===== src/core/wdog_pkg.sv =====
/*
  Shared constants and types for the watchdog block: register offsets,
  field layouts, reset values and timing figures.
  Assumes an 8-bit register port and a 40 MHz system clock.
*/
package wdog_pkg;

  // register offsets on the 8-bit register port
  localparam logic [7:0] CTRL_OFFSET  = 8'h21;
  localparam logic [7:0] CAUSE_OFFSET = 8'h22;

  // clock and oscillator rates
  localparam int unsigned CLK_HZ = 40000000;
  localparam int unsigned OSC_HZ = 128000;

  // change-enable window, in system clock cycles
  localparam logic [2:0] CE_WINDOW_CYCLES = 3'h4;

  // time-out period: base count doubled per code
  localparam int unsigned COUNT_W         = 20;
  localparam logic [20:0] PERIOD_BASE     = 21'h000800;
  localparam logic [3:0]  PRESCALE_MAX    = 4'h9;
  localparam logic [3:0]  PRESCALE_RESET  = 4'h0;

  // control register layout, bit 7 down to bit 0
  typedef struct packed {
    logic       timeout_flag;
    logic       timeout_irq_enable;
    logic       prescale_hi;
    logic       change_enable_bit;
    logic       wdt_enable_bit;
    logic [2:0] prescale_lo;
  } ctrl_t;

  // reset-cause register layout
  typedef struct packed {
    logic [3:0] reserved;
    logic       wdog_reset_flag;
    logic       brownout_reset_flag;
    logic       external_reset_flag;
    logic       poweron_reset_flag;
  } cause_t;

  localparam ctrl_t  CTRL_RESET  = 8'h00;
  localparam cause_t CAUSE_POR   = 8'h01;

  typedef enum logic [1:0] {
    ACT_NONE  = 2'b00,
    ACT_IRQ   = 2'b01,
    ACT_RESET = 2'b10
  } action_t;

  // reserved codes fall back to the longest valid period
  function automatic logic [COUNT_W-1:0] terminal_count(input logic [3:0] sel);
    logic [3:0]  code;
    logic [20:0] period;
    code   = (sel > PRESCALE_MAX) ? PRESCALE_MAX : sel;
    period = PERIOD_BASE << code;
    return COUNT_W'(period - 21'h000001);
  endfunction

  function automatic action_t timeout_action(input logic enable, input logic irq_enable);
    if (irq_enable)
      return ACT_IRQ;
    else if (enable)
      return ACT_RESET;
    else
      return ACT_NONE;
  endfunction

endpackage


===== src/core/osc_edge_sync.sv =====
/*
  Brings the free-running watchdog oscillator into the system clock
  domain and gives a one-cycle tick per oscillator rising edge.
  Assumes the system clock is far faster than the oscillator.
*/
`timescale 1ns/1ps
module osc_edge_sync
(
  // clock and reset
  input  wire logic clk,
  input  wire logic reset_n,
  // oscillator pin and tick
  input  wire logic osc_in,
  output logic      osc_tick
);

  logic [2:0] sync_chain;
  logic       osc_level;

  always_ff @(posedge clk or negedge reset_n)
  begin
    if (!reset_n)
      sync_chain <= 3'h0;
    else
      sync_chain <= {sync_chain[1:0], osc_in};
  end

  // a change only counts once the second and third stages agree
  always_ff @(posedge clk or negedge reset_n)
  begin
    if (!reset_n)
    begin
      osc_level <= 1'b0;
      osc_tick  <= 1'b0;
    end
    else
    begin
      osc_tick <= 1'b0;
      if (sync_chain[1] == sync_chain[2])
      begin
        osc_level <= sync_chain[2];
        osc_tick  <= sync_chain[2] & ~osc_level;
      end
    end
  end

endmodule // osc_edge_sync


===== src/core/wdog_counter.sv =====
/*
  Watchdog count chain: counts oscillator ticks up to the selected
  period and pulses on time-out.
  Assumes ticks are one system clock cycle long.
*/
`timescale 1ns/1ps
module wdog_counter
#(
  parameter int unsigned COUNT_W = 20
)
(
  // clock and reset
  input  wire logic               clk,
  input  wire logic               reset_n,
  // control
  input  wire logic               tick,
  input  wire logic               clear,
  input  wire logic [COUNT_W-1:0] terminal,
  // status
  output logic [COUNT_W-1:0]      count,
  output logic                    timeout
);

  logic at_end;

  assign at_end = (count >= terminal);

  always_ff @(posedge clk or negedge reset_n)
  begin
    if (!reset_n)
      count <= '0;
    else if (clear)
      count <= '0;
    else if (tick)
      count <= at_end ? '0 : count + COUNT_W'(1);
  end

  always_ff @(posedge clk or negedge reset_n)
  begin
    if (!reset_n)
      timeout <= 1'b0;
    else
      timeout <= tick & at_end & ~clear;
  end

endmodule // wdog_counter


===== src/core/watchdog_with_reset_flags.sv =====
/*
  Watchdog timer with two safety levels, a timed change sequence,
  interrupt or reset on time-out, and the reset-cause register.
  Assumes reset_n is the power-on reset; other chip resets arrive as
  one-cycle pulses on the system clock; the oscillator is a pin.
*/
// Strobed register access is this design's own decision.
`timescale 1ns/1ps
// Notes on behaviour
// - count from own 128 kHz oscillator
// - clear count on restart, disable, reset
// - ten periods; expiry with enable resets chip
// - fuse picks safety level one or two
// - level one: enable write always accepted
// - level two: enable reads one, period protected
// - change-enable clears four cycles after set
// - enable cleared only while change-enable set
// - level one: reset flag forces enable on
// - enable and irq-enable pick time-out action
// - reset-mode time-out clears irq-enable
// - time-out flag set; vector or one clears
// - interrupt needs global and local enable
// - watchdog reset flag: set, power-on/zero clears
// - brown-out, external flags behave likewise
// - power-on flag cleared only by zero write
// - upper four cause bits read zero
// - periods 2048 to 1048576 cycles, doubling
// - reserved codes act as a valid code
// - prescale split: bit five, bits two-zero
// - reset pulse lasts one system clock
module watchdog_with_reset_flags
(
  // clock and power-on reset
  input  wire logic       clk,
  input  wire logic       reset_n,
  // register port
  input  wire logic [7:0] addr,
  input  wire logic [7:0] wdata,
  input  wire logic       wr_en,
  input  wire logic       rd_en,
  output logic      [7:0] rdata,
  // oscillator pin and fuse strap
  input  wire logic       osc_128k,
  input  wire logic       safety_level_fuse,
  // cpu side
  input  wire logic       restart_pulse,
  input  wire logic       global_irq_enable,
  input  wire logic       irq_vector_ack,
  input  wire logic       external_reset_event,
  input  wire logic       brownout_reset_event,
  // outputs
  output logic            irq_request,
  output logic            wdt_reset_pulse
);

  wdog_pkg::ctrl_t            wr_ctrl;
  wdog_pkg::cause_t           wr_cause;
  wdog_pkg::cause_t           cause;
  wdog_pkg::action_t          action;
  logic                       fuse_taken;
  logic                       level2;
  logic                       change_enable_bit;
  logic [2:0]                 ce_left;
  logic                       wdt_enable_bit;
  logic                       timeout_irq_enable;
  logic                       timeout_flag;
  logic [3:0]                 prescale_select;
  logic                       enable_eff;
  logic                       running;
  logic                       ctrl_write;
  logic                       cause_write;
  logic                       sys_reset;
  logic                       osc_tick;
  logic                       timeout;
  logic [wdog_pkg::COUNT_W-1:0] count;
  logic [wdog_pkg::COUNT_W-1:0] terminal;

  assign wr_ctrl     = wdog_pkg::ctrl_t'(wdata);
  assign wr_cause    = wdog_pkg::cause_t'(wdata);
  assign ctrl_write  = wr_en && (addr == wdog_pkg::CTRL_OFFSET);
  assign cause_write = wr_en && (addr == wdog_pkg::CAUSE_OFFSET);
  // the block's own time-out reset acts on it like any chip reset
  assign sys_reset   = external_reset_event | brownout_reset_event | wdt_reset_pulse;
  assign enable_eff  = level2 | wdt_enable_bit;
  assign running     = enable_eff | timeout_irq_enable;
  assign action      = wdog_pkg::timeout_action(enable_eff, timeout_irq_enable);
  // reserved codes are folded inside the package function, so the counter
  // never sees a terminal count beyond the longest valid period
  assign terminal    = wdog_pkg::terminal_count(prescale_select);

  // oscillator ticks, crossed in from the pin
  osc_edge_sync u_osc_sync
  (
    .clk      (clk),
    .reset_n  (reset_n),
    .osc_in   (osc_128k),
    .osc_tick (osc_tick)
  );

  wdog_counter
  #(
    .COUNT_W (wdog_pkg::COUNT_W)
  )
  u_counter
  (
    .clk      (clk),
    .reset_n  (reset_n),
    .tick     (osc_tick),
    .clear    (restart_pulse | ~running | sys_reset),
    .terminal (terminal),
    .count    (count),
    .timeout  (timeout)
  );

  // fuse strap is sampled once after power-on release; level two holds
  // the enable from the cycle after that first sample, through this flop
  always_ff @(posedge clk or negedge reset_n)
  begin
    if (!reset_n)
    begin
      fuse_taken <= 1'b0;
      level2     <= 1'b0;
    end
    else if (!fuse_taken)
    begin
      fuse_taken <= 1'b1;
      level2     <= safety_level_fuse;
    end
  end

  // change-enable window
  always_ff @(posedge clk or negedge reset_n)
  begin
    if (!reset_n)
    begin
      change_enable_bit <= 1'b0;
      ce_left           <= 3'h0;
    end
    else if (sys_reset)
    begin
      change_enable_bit <= 1'b0;
      ce_left           <= 3'h0;
    end
    else if (ctrl_write)
    begin
      change_enable_bit <= wr_ctrl.change_enable_bit & wr_ctrl.wdt_enable_bit;
      ce_left           <= wdog_pkg::CE_WINDOW_CYCLES;
    end
    else if (change_enable_bit)
    begin
      ce_left <= ce_left - 3'h1;
      if (ce_left == 3'h1)
        change_enable_bit <= 1'b0;
    end
  end

  // enable bit; level two ignores the stored value
  always_ff @(posedge clk or negedge reset_n)
  begin
    if (!reset_n)
      wdt_enable_bit <= 1'b0;
    else if (sys_reset)
      wdt_enable_bit <= 1'b0;
    else if (cause.wdog_reset_flag && !level2)
      wdt_enable_bit <= 1'b1;
    else if (ctrl_write && wr_ctrl.wdt_enable_bit)
      wdt_enable_bit <= 1'b1;
    else if (ctrl_write && change_enable_bit)
      wdt_enable_bit <= 1'b0;
  end

  // period select; protected at level two
  always_ff @(posedge clk or negedge reset_n)
  begin
    if (!reset_n)
      prescale_select <= wdog_pkg::PRESCALE_RESET;
    else if (sys_reset)
      prescale_select <= wdog_pkg::PRESCALE_RESET;
    else if (ctrl_write && (!level2 || change_enable_bit))
      prescale_select <= {wr_ctrl.prescale_hi, wr_ctrl.prescale_lo};
  end

  // interrupt enable; a software write in the same cycle takes priority
  always_ff @(posedge clk or negedge reset_n)
  begin
    if (!reset_n)
      timeout_irq_enable <= 1'b0;
    else if (sys_reset)
      timeout_irq_enable <= 1'b0;
    else if (ctrl_write)
      timeout_irq_enable <= wr_ctrl.timeout_irq_enable;
    else if (timeout && enable_eff)
      timeout_irq_enable <= 1'b0;
  end

  // time-out flag: a new time-out beats a clear in the same cycle
  always_ff @(posedge clk or negedge reset_n)
  begin
    if (!reset_n)
      timeout_flag <= 1'b0;
    else if (sys_reset)
      timeout_flag <= 1'b0;
    else if (timeout && action == wdog_pkg::ACT_IRQ)
      timeout_flag <= 1'b1;
    else if ((ctrl_write && wr_ctrl.timeout_flag) || irq_vector_ack)
      timeout_flag <= 1'b0;
  end

  // reset pulse, exactly one system clock long
  always_ff @(posedge clk or negedge reset_n)
  begin
    if (!reset_n)
      wdt_reset_pulse <= 1'b0;
    else
      wdt_reset_pulse <= timeout && (action == wdog_pkg::ACT_RESET) && !wdt_reset_pulse;
  end

  // reset-cause flags; power-on reset is reset_n itself
  always_ff @(posedge clk or negedge reset_n)
  begin
    if (!reset_n)
      cause <= wdog_pkg::CAUSE_POR;
    else
    begin
      cause.reserved <= 4'h0;
      if (timeout && action == wdog_pkg::ACT_RESET)
        cause.wdog_reset_flag <= 1'b1;
      else if (cause_write && !wr_cause.wdog_reset_flag)
        cause.wdog_reset_flag <= 1'b0;
      if (brownout_reset_event)
        cause.brownout_reset_flag <= 1'b1;
      else if (cause_write && !wr_cause.brownout_reset_flag)
        cause.brownout_reset_flag <= 1'b0;
      if (external_reset_event)
        cause.external_reset_flag <= 1'b1;
      else if (cause_write && !wr_cause.external_reset_flag)
        cause.external_reset_flag <= 1'b0;
      if (cause_write && !wr_cause.poweron_reset_flag)
        cause.poweron_reset_flag <= 1'b0;
    end
  end

  // interrupt request line
  always_ff @(posedge clk or negedge reset_n)
  begin
    if (!reset_n)
      irq_request <= 1'b0;
    else
      irq_request <= timeout_flag & timeout_irq_enable & global_irq_enable;
  end

  // read port: data valid the cycle after the strobe, zero otherwise
  always_ff @(posedge clk or negedge reset_n)
  begin
    if (!reset_n)
      rdata <= 8'h00;
    else if (rd_en && addr == wdog_pkg::CTRL_OFFSET)
      rdata <= {timeout_flag, timeout_irq_enable, prescale_select[3], change_enable_bit,
                enable_eff, prescale_select[2:0]};
    else if (rd_en && addr == wdog_pkg::CAUSE_OFFSET)
      rdata <= {4'h0, cause[3:0]};
    else
      rdata <= 8'h00;
  end
endmodule // watchdog_with_reset_flags


===== config.mk =====
export PLATFORM = sky130hd
export DESIGN_NAME = watchdog_with_reset_flags
export DESIGN_NICKNAME = d
export VERILOG_FILES = /design/src/core/wdog_pkg.sv /design/src/core/osc_edge_sync.sv /design/src/core/wdog_counter.sv /design/src/core/watchdog_with_reset_flags.sv
export SDC_FILE = /design/constraint.sdc
export NUM_CORES = 1
export LEC_CHECK = 0
export BUFFER_PORTS_ARGS = -buffer_cell sky130_fd_sc_hd__buf_4
export CAP_MARGIN = 20
export CORE_AREA = 2 2 61 92
export DETAILED_ROUTE_END_ITERATION = 12
export DIE_AREA = 0 0 63 94
export GPL_TIMING_DRIVEN = 1
export PLACE_DENSITY = 0.75
export SLEW_MARGIN = 20
export SYNTH_ARGS = -nofsm -noshare
export SYNTH_HDL_FRONTEND = slang
export SYNTH_SLANG_ARGS = --single-unit

===== constraint.sdc =====
create_clock -name clk -period 4.35 [get_ports clk]
set_clock_uncertainty 0.15 [all_clocks]
set_input_delay 0.2175 -clock clk [delete_from_list [all_inputs] [get_ports clk]]
set_output_delay 0.2175 -clock clk [all_outputs]
set_load 0.02 [all_outputs]

==> results.toml, run 1 <==
[timing]
drv_slew = 0
finalSetupTns_ps = 0
fmax_ghz = 0.2850
whs_ps = 8.435
fin_crit_ps = 3508
setup_ws_ps = 841.6
setup_violations = 0
rsz0062_at_grt = "false"
hold_viol = 0
slew-limit-headroom_pct = 54.15
finalCritPeriodShare_pct = 80.65
worstMarginPinSlew_ps = 687.8

[floorplanning]
die_x_um = 63
initial_core_util_pct = 56.32
ioPinCount = 37
core_um2 = 5085
row_count = 32
dieArea_um2 = 5922
die_h_um = 94

[global_route]
met1_usage_pct = 24.43
use_met2_pct = 39.10
grt-ovfl-total = 0
grt_first_pass_wirelength_um = 9963
grtUsageTotal_pct = 21.32
gr-usage-met3_pct = 3.957
top_usage_layer = "met2"
antenna_found_initial = 0
grt_max_degree = 54
first_global_vias = 2107

[routing]
drc = 0
dr.pass1.iters = 4
drt_iter0_drc = 100
via_count = 2110
routed_via_density = 5.396
wire_per_inst_um = 14.31
ant_nets = 0
wirelength_um = 5597

[hold_path]
hp-class = "input port to register"
hold_start = "wdata[5]"

[worst_setup_path]
required_ps = 4370
path_max_fanout = 17
crit_path_start = "prescale_select[2]"
reg2reg_slack_ps = 840
setup.worst_path.start_class = "register"
critPathKind = "register to register"
worst_setup_path_end_kind = "register"
timing.rr.start = "prescale_select[2]"
crit_arrival_ps = 3530

[cts]
clock_insertion_delay_worst_skew_ps = 310
cts_sinks = 53
cts.path.max_buffers = 2
cts_root_buf = "clkbuf_8"
htreeDepth = 2
path_clk_slew_ps = 90
cts_tree = "done"
cts_buffers = 5
cts_setup_buffers = 0

[final_layout]
syn2layout_area_growth_pct = 16.95
insertedDiodeCount = 0
fin_cells = 391
nets = 362
final_layout_size_suffix_gt1_share_pct = 20.12

[synthesis]
synthFlopType = "dfrtp_1"
ys_types = 50
synthesis.area_um2 = 2864
synth_area_leaders = "dfrtp_1 (45%), ha_1 (5.7%), xnor2_1 (5.5%), nor2_1 (4.8%), a21oi_1 (2.6%)"
synth_edf_count = 0
synth_common_cells = "dfrtp_1 (52), nor2_1 (37), xnor2_1 (18), a21oi_1 (15), nand2_1 (14)"
syn_inst = 279
yosys_warnings = 0
yosysSeqAreaShare_pct = 46.35
synthArstFlopShare_pct = 100.0
syn_avg_cell_area_um2 = 10.27
synth_top_cell_area_share_pct = 45.43
syn-num-nets = 319
yosysMostFrequentCell = "dfrtp_1"
yosysTopAreaCell = "dfrtp_1"
ys_seq_elements = 53

[run_status]
status = "complete, no violations"

[power]
power_mw = 0.8537
p_leak_nw = 1.379
vdd_drop_max_uv = 178.4
power_density_nw_per_um2 = 254.9

[place]
post-place-ws_ps = 865.1
numPortBuffers = 36
gp_congestion = 0.8068
dpl.cell_count = 375
dpl.hpwl_um = 4117

[flow_run]
drv_cap = 0
==> worst max-delay path, cell delays in order, from the launching register on <==
cell and delay, ps:
dfrtp_1 480, nor2_1 260, nand3b_1 120, ha_1 290, nor3_1 240, mux2i_1 130, nor2_1 110, a21oi_1 60
ha_1 320, nand4_1 110, nor3_1 280, a2111oi_4 170, a31oi_4 550, nor2_1 120
==> final timing paths <==
check | endpoint | depth (start not counted)
setup reg to reg | u_counter.count[0] | 13
min in group asynchronous | prescale_select[0] | 2
hold reg to reg | u_osc_sync.sync_chain[1] | 0
max in group asynchronous | u_counter.count[3] | 2
setup / recovery | u_counter.count[0] | 13
hold / removal | prescale_select[3] | 3
==> per-layer routing <==
metal / share of wire (%) / vias to the layer above / wire (µm)
li1: - / 1058 / -
met1: 41 / 996 / 2277
met2: 53 / 46 / 2990
met3: 3.6 / 10 / 203
met4: 2.2 / 0 / 124
met5: 0 / - / 0
==> cells in the final DEF (no fill, tap or decap), types with 11 or more instances in the layout <==
cell,Yosys,routed
a21oi_1,15,15
buf_4,0,36
nor2_1,37,37
o21ai_0,11,11
nand2_1,14,14
xnor2_1,18,18
ha_1,13,13
inv_1,11,11
dfrtp_1,52,52
==> report_power, final <==
group | leakage, nW | switching (mW) | internal [mW] | total (mW)
registers | 0.707 | 0.00687 | 0.498 | 0.505
clock network | 0.0487 | 0.170 | 0.118 | 0.287
logic | 0.624 | 0.0328 | 0.0291 | 0.0619
total | 1.38 | 0.209 | 0.644 | 0.854
==> stage by stage <==
| step | cell area (µm²) | utilization (%) |
|---|---|---|
| after floorplan | 2864 | - |
| after global placement | 3174 | 62.43 |
| after detailed placement | 3174 | 62.43 |
| after CTS | 3349 | 65.87 |
| after global routing | 3349 | 65.87 |
| final | 3349 | 65.87 |
==> sequential cells by signal (all words and copies together) (netlist names), 3 cells and up <==
register	cells
u_counter.count	20
rdata	8
cause	4
prescale_select	4
ce_left	3
u_osc_sync.sync_chain	3
==> repair_timing <==
action	in CTS	in global routing
endpoints found under the setup margin	0	0
hold buffers	8	0
resized for setup	0	0
hold endpoints to repair	59	0
==> logic make-up after synthesis <==
group / synth area share, %
other: 0.1309
adder cells (fa/ha/maj): 6.029
multiplexers: 2.141
AND/OR/NAND/NOR: 24.51
buffers and inverters: 3.014
flip-flops: 46.35
XOR/XNOR: 6.116
AO/OA/AOI/OAI: 11.71
==> final cells by class <==
class / instances / area [µm²]
Inverter: 11 / 41.29
Sequential cell: 53 / 1328
Timing Repair Buffer: 44 / 350.3
Fill cell: 420 / 1735
Clock inverter: 3 / 26.28
Multi-Input combinational cell: 207 / 1450
Tap cell: 68 / 85.08
Clock buffer: 5 / 68.82
No activity file was read; power rests on OpenSTA's default activity.
==> run 2: changes to the inputs <==
==> constraint.sdc (replaced) <==
create_clock -name clk -period 3.4 [get_ports clk]
set_clock_uncertainty 0.15 [all_clocks]
set_input_delay 0.17 -clock clk [delete_from_list [all_inputs] [get_ports clk]]
set_output_delay 0.17 -clock clk [all_outputs]
set_load 0.02 [all_outputs]
==> results.toml, run 2 (synthesis results as in run 1) <==
[flow_run]
drv_cap = 0

[place]
dpl.hpwl_um = 4160
post-place-ws_ps = 20.08
gp_congestion = 0.8370
numPortBuffers = 36

[routing]
ant_nets = 0
drc = 0
drt_iter0_drc = 93
wirelength_um = 5782
dr.pass1.iters = 4
routed_via_density = 5.386
via_count = 2176
wire_per_inst_um = 14.31

[power]
clockPowerShare_pct = 33.3
switchingPower_mw = 0.2712
pwr-share-comb_pct = 8.1
internal_power_mw = 0.8306
seqPwrFrac_pct = 58.6
p_leak_nw = 1.437
power_density_nw_per_um2 = 316.3
swShare_pct = 24.61
vdd_drop_max_uv = 209.3

[timing]
setup_violations = 0
hold_viol = 0
worstMarginPinSlew_ps = 703.9
fmax_ghz = 0.3132
slew-limit-headroom_pct = 53.07
fin_crit_ps = 3193
drv_slew = 0
finalCritPeriodShare_pct = 93.90
setup_ws_ps = 207.4
whs_ps = 13.91

[floorplanning]
row_count = 32
core_um2 = 5085
die_x_um = 63
dieArea_um2 = 5922
die_h_um = 94
initial_core_util_pct = 56.32
ioPinCount = 37

[cts]
htreeDepth = 2
cts_buffers = 5
cts_tree = "done"
clock_insertion_delay_worst_skew_ps = 310
cts_root_buf = "clkbuf_8"
cts_sinks = 53
path_clk_slew_ps = 100
cts.path.max_buffers = 2

[global_route]
grt_max_degree = 54
first_global_vias = 2248
grt_first_pass_wirelength_um = 10290
antenna_found_initial = 0
grtUsageTotal_pct = 22.11
grt-ovfl-total = 0

[worst_setup_path]
crit_arrival_ps = 3290
worst_setup_path_end_kind = "register"
required_ps = 3500
critPathKind = "register to register"
path_max_fanout = 14
setup.worst_path.start_class = "register"

[final_layout]
nets = 375
syn2layout_area_growth_pct = 21.63
regMostFlops = "u_counter.count"
final_cell_mix = "dfrtp_1 (52), buf_4 (41), nor2_1 (36), xnor2_1 (18)"
final_common_cell = "dfrtp_1"
largestRegisters = "u_counter.count: 20 flops, rdata: 8 flops"
largest_reg_flops = 20
final_layout_size_suffix_gt1_share_pct = 21.43
utilization_pct = 68.50
insertedDiodeCount = 0

[hold_path]
hp-class = "input port to register"

[run_status]
status = "complete, no violations"
==> run 2: path summary, 6_finish.rpt <==
check	slack, ps	startpoint	depth (start not counted)	endpoint
setup / recovery	210	prescale_select[3]	14	u_counter.count[11]
hold / removal	10	wdata[7]	4	timeout_flag
setup reg to reg	210	prescale_select[3]	14	u_counter.count[11]
hold reg to reg	220	u_osc_sync.sync_chain[0]	0	u_osc_sync.sync_chain[1]
max in group asynchronous	2390	reset_n	2	u_counter.count[9]
min in group asynchronous	270	reset_n	2	prescale_select[0]
==> run 2: metal layers <==
layer  GRT usage, %  up-vias  part of all wire (%)
met3          3.717       12                   3.9
met1          25.30     1025                    40
met5              0        -                     0
met2          41.13       54                    54
li1               -     1085                     -
met4          7.593        0                   1.9
==> run 2: metrics by stage <==
step	power [mW]	TNS [ps]	cells	area (µm²)
finish	1.102	0	404	3483
global route	1.149	-12.26	404	3483
CTS	1.111	0	401	3441
detailed placement	0.7316	0	378	3197
global placement	0.7299	0	378	3197
floorplan	0.6882	0	279	2864
==> run 2: repair_timing <==
item | CTS | global route
hold buffers | 15 | 0
buffers inserted | 0 | 3
gates resized for setup | 0 | 2
endpoints found under the setup margin | 0 | 21
endpoints found under the hold margin | 65 | 0
==> run 2: final cells by class <==
class	count	area, µm²
sequential	53	1328
clock inverter	3	25.02
tap	68	85.08
timing repair buffer	57	478.0
clock buffer	5	68.82
multi-input combinational	207	1458
fill	413	1602
inverter	11	41.29
==> run 2: worst max-delay path, stage by stage (launching register included) <==
cell       delay, ps
dfrtp_1          480
nor2_4           150
nand3b_1          90
ha_1             220
buf_4            150
a21o_1           180
a32oi_1          200
ha_1             270
a211oi_1         250
nor2_1           110
a2111oi_4        310
buf_4            190
a31oi_4          110
buf_12           180
nor2_1           100
==> run 2: power groups by stage <==
stage | clock network [mW] | logic [mW] | registers (mW)
global placement | 0 | 0.0721 | 0.658
floorplan | 0 | 0.0334 | 0.655
detailed placement | 0 | 0.0731 | 0.658
CTS | 0.380 | 0.0852 | 0.646
finish | 0.367 | 0.0887 | 0.646
global route | 0.404 | 0.0986 | 0.647
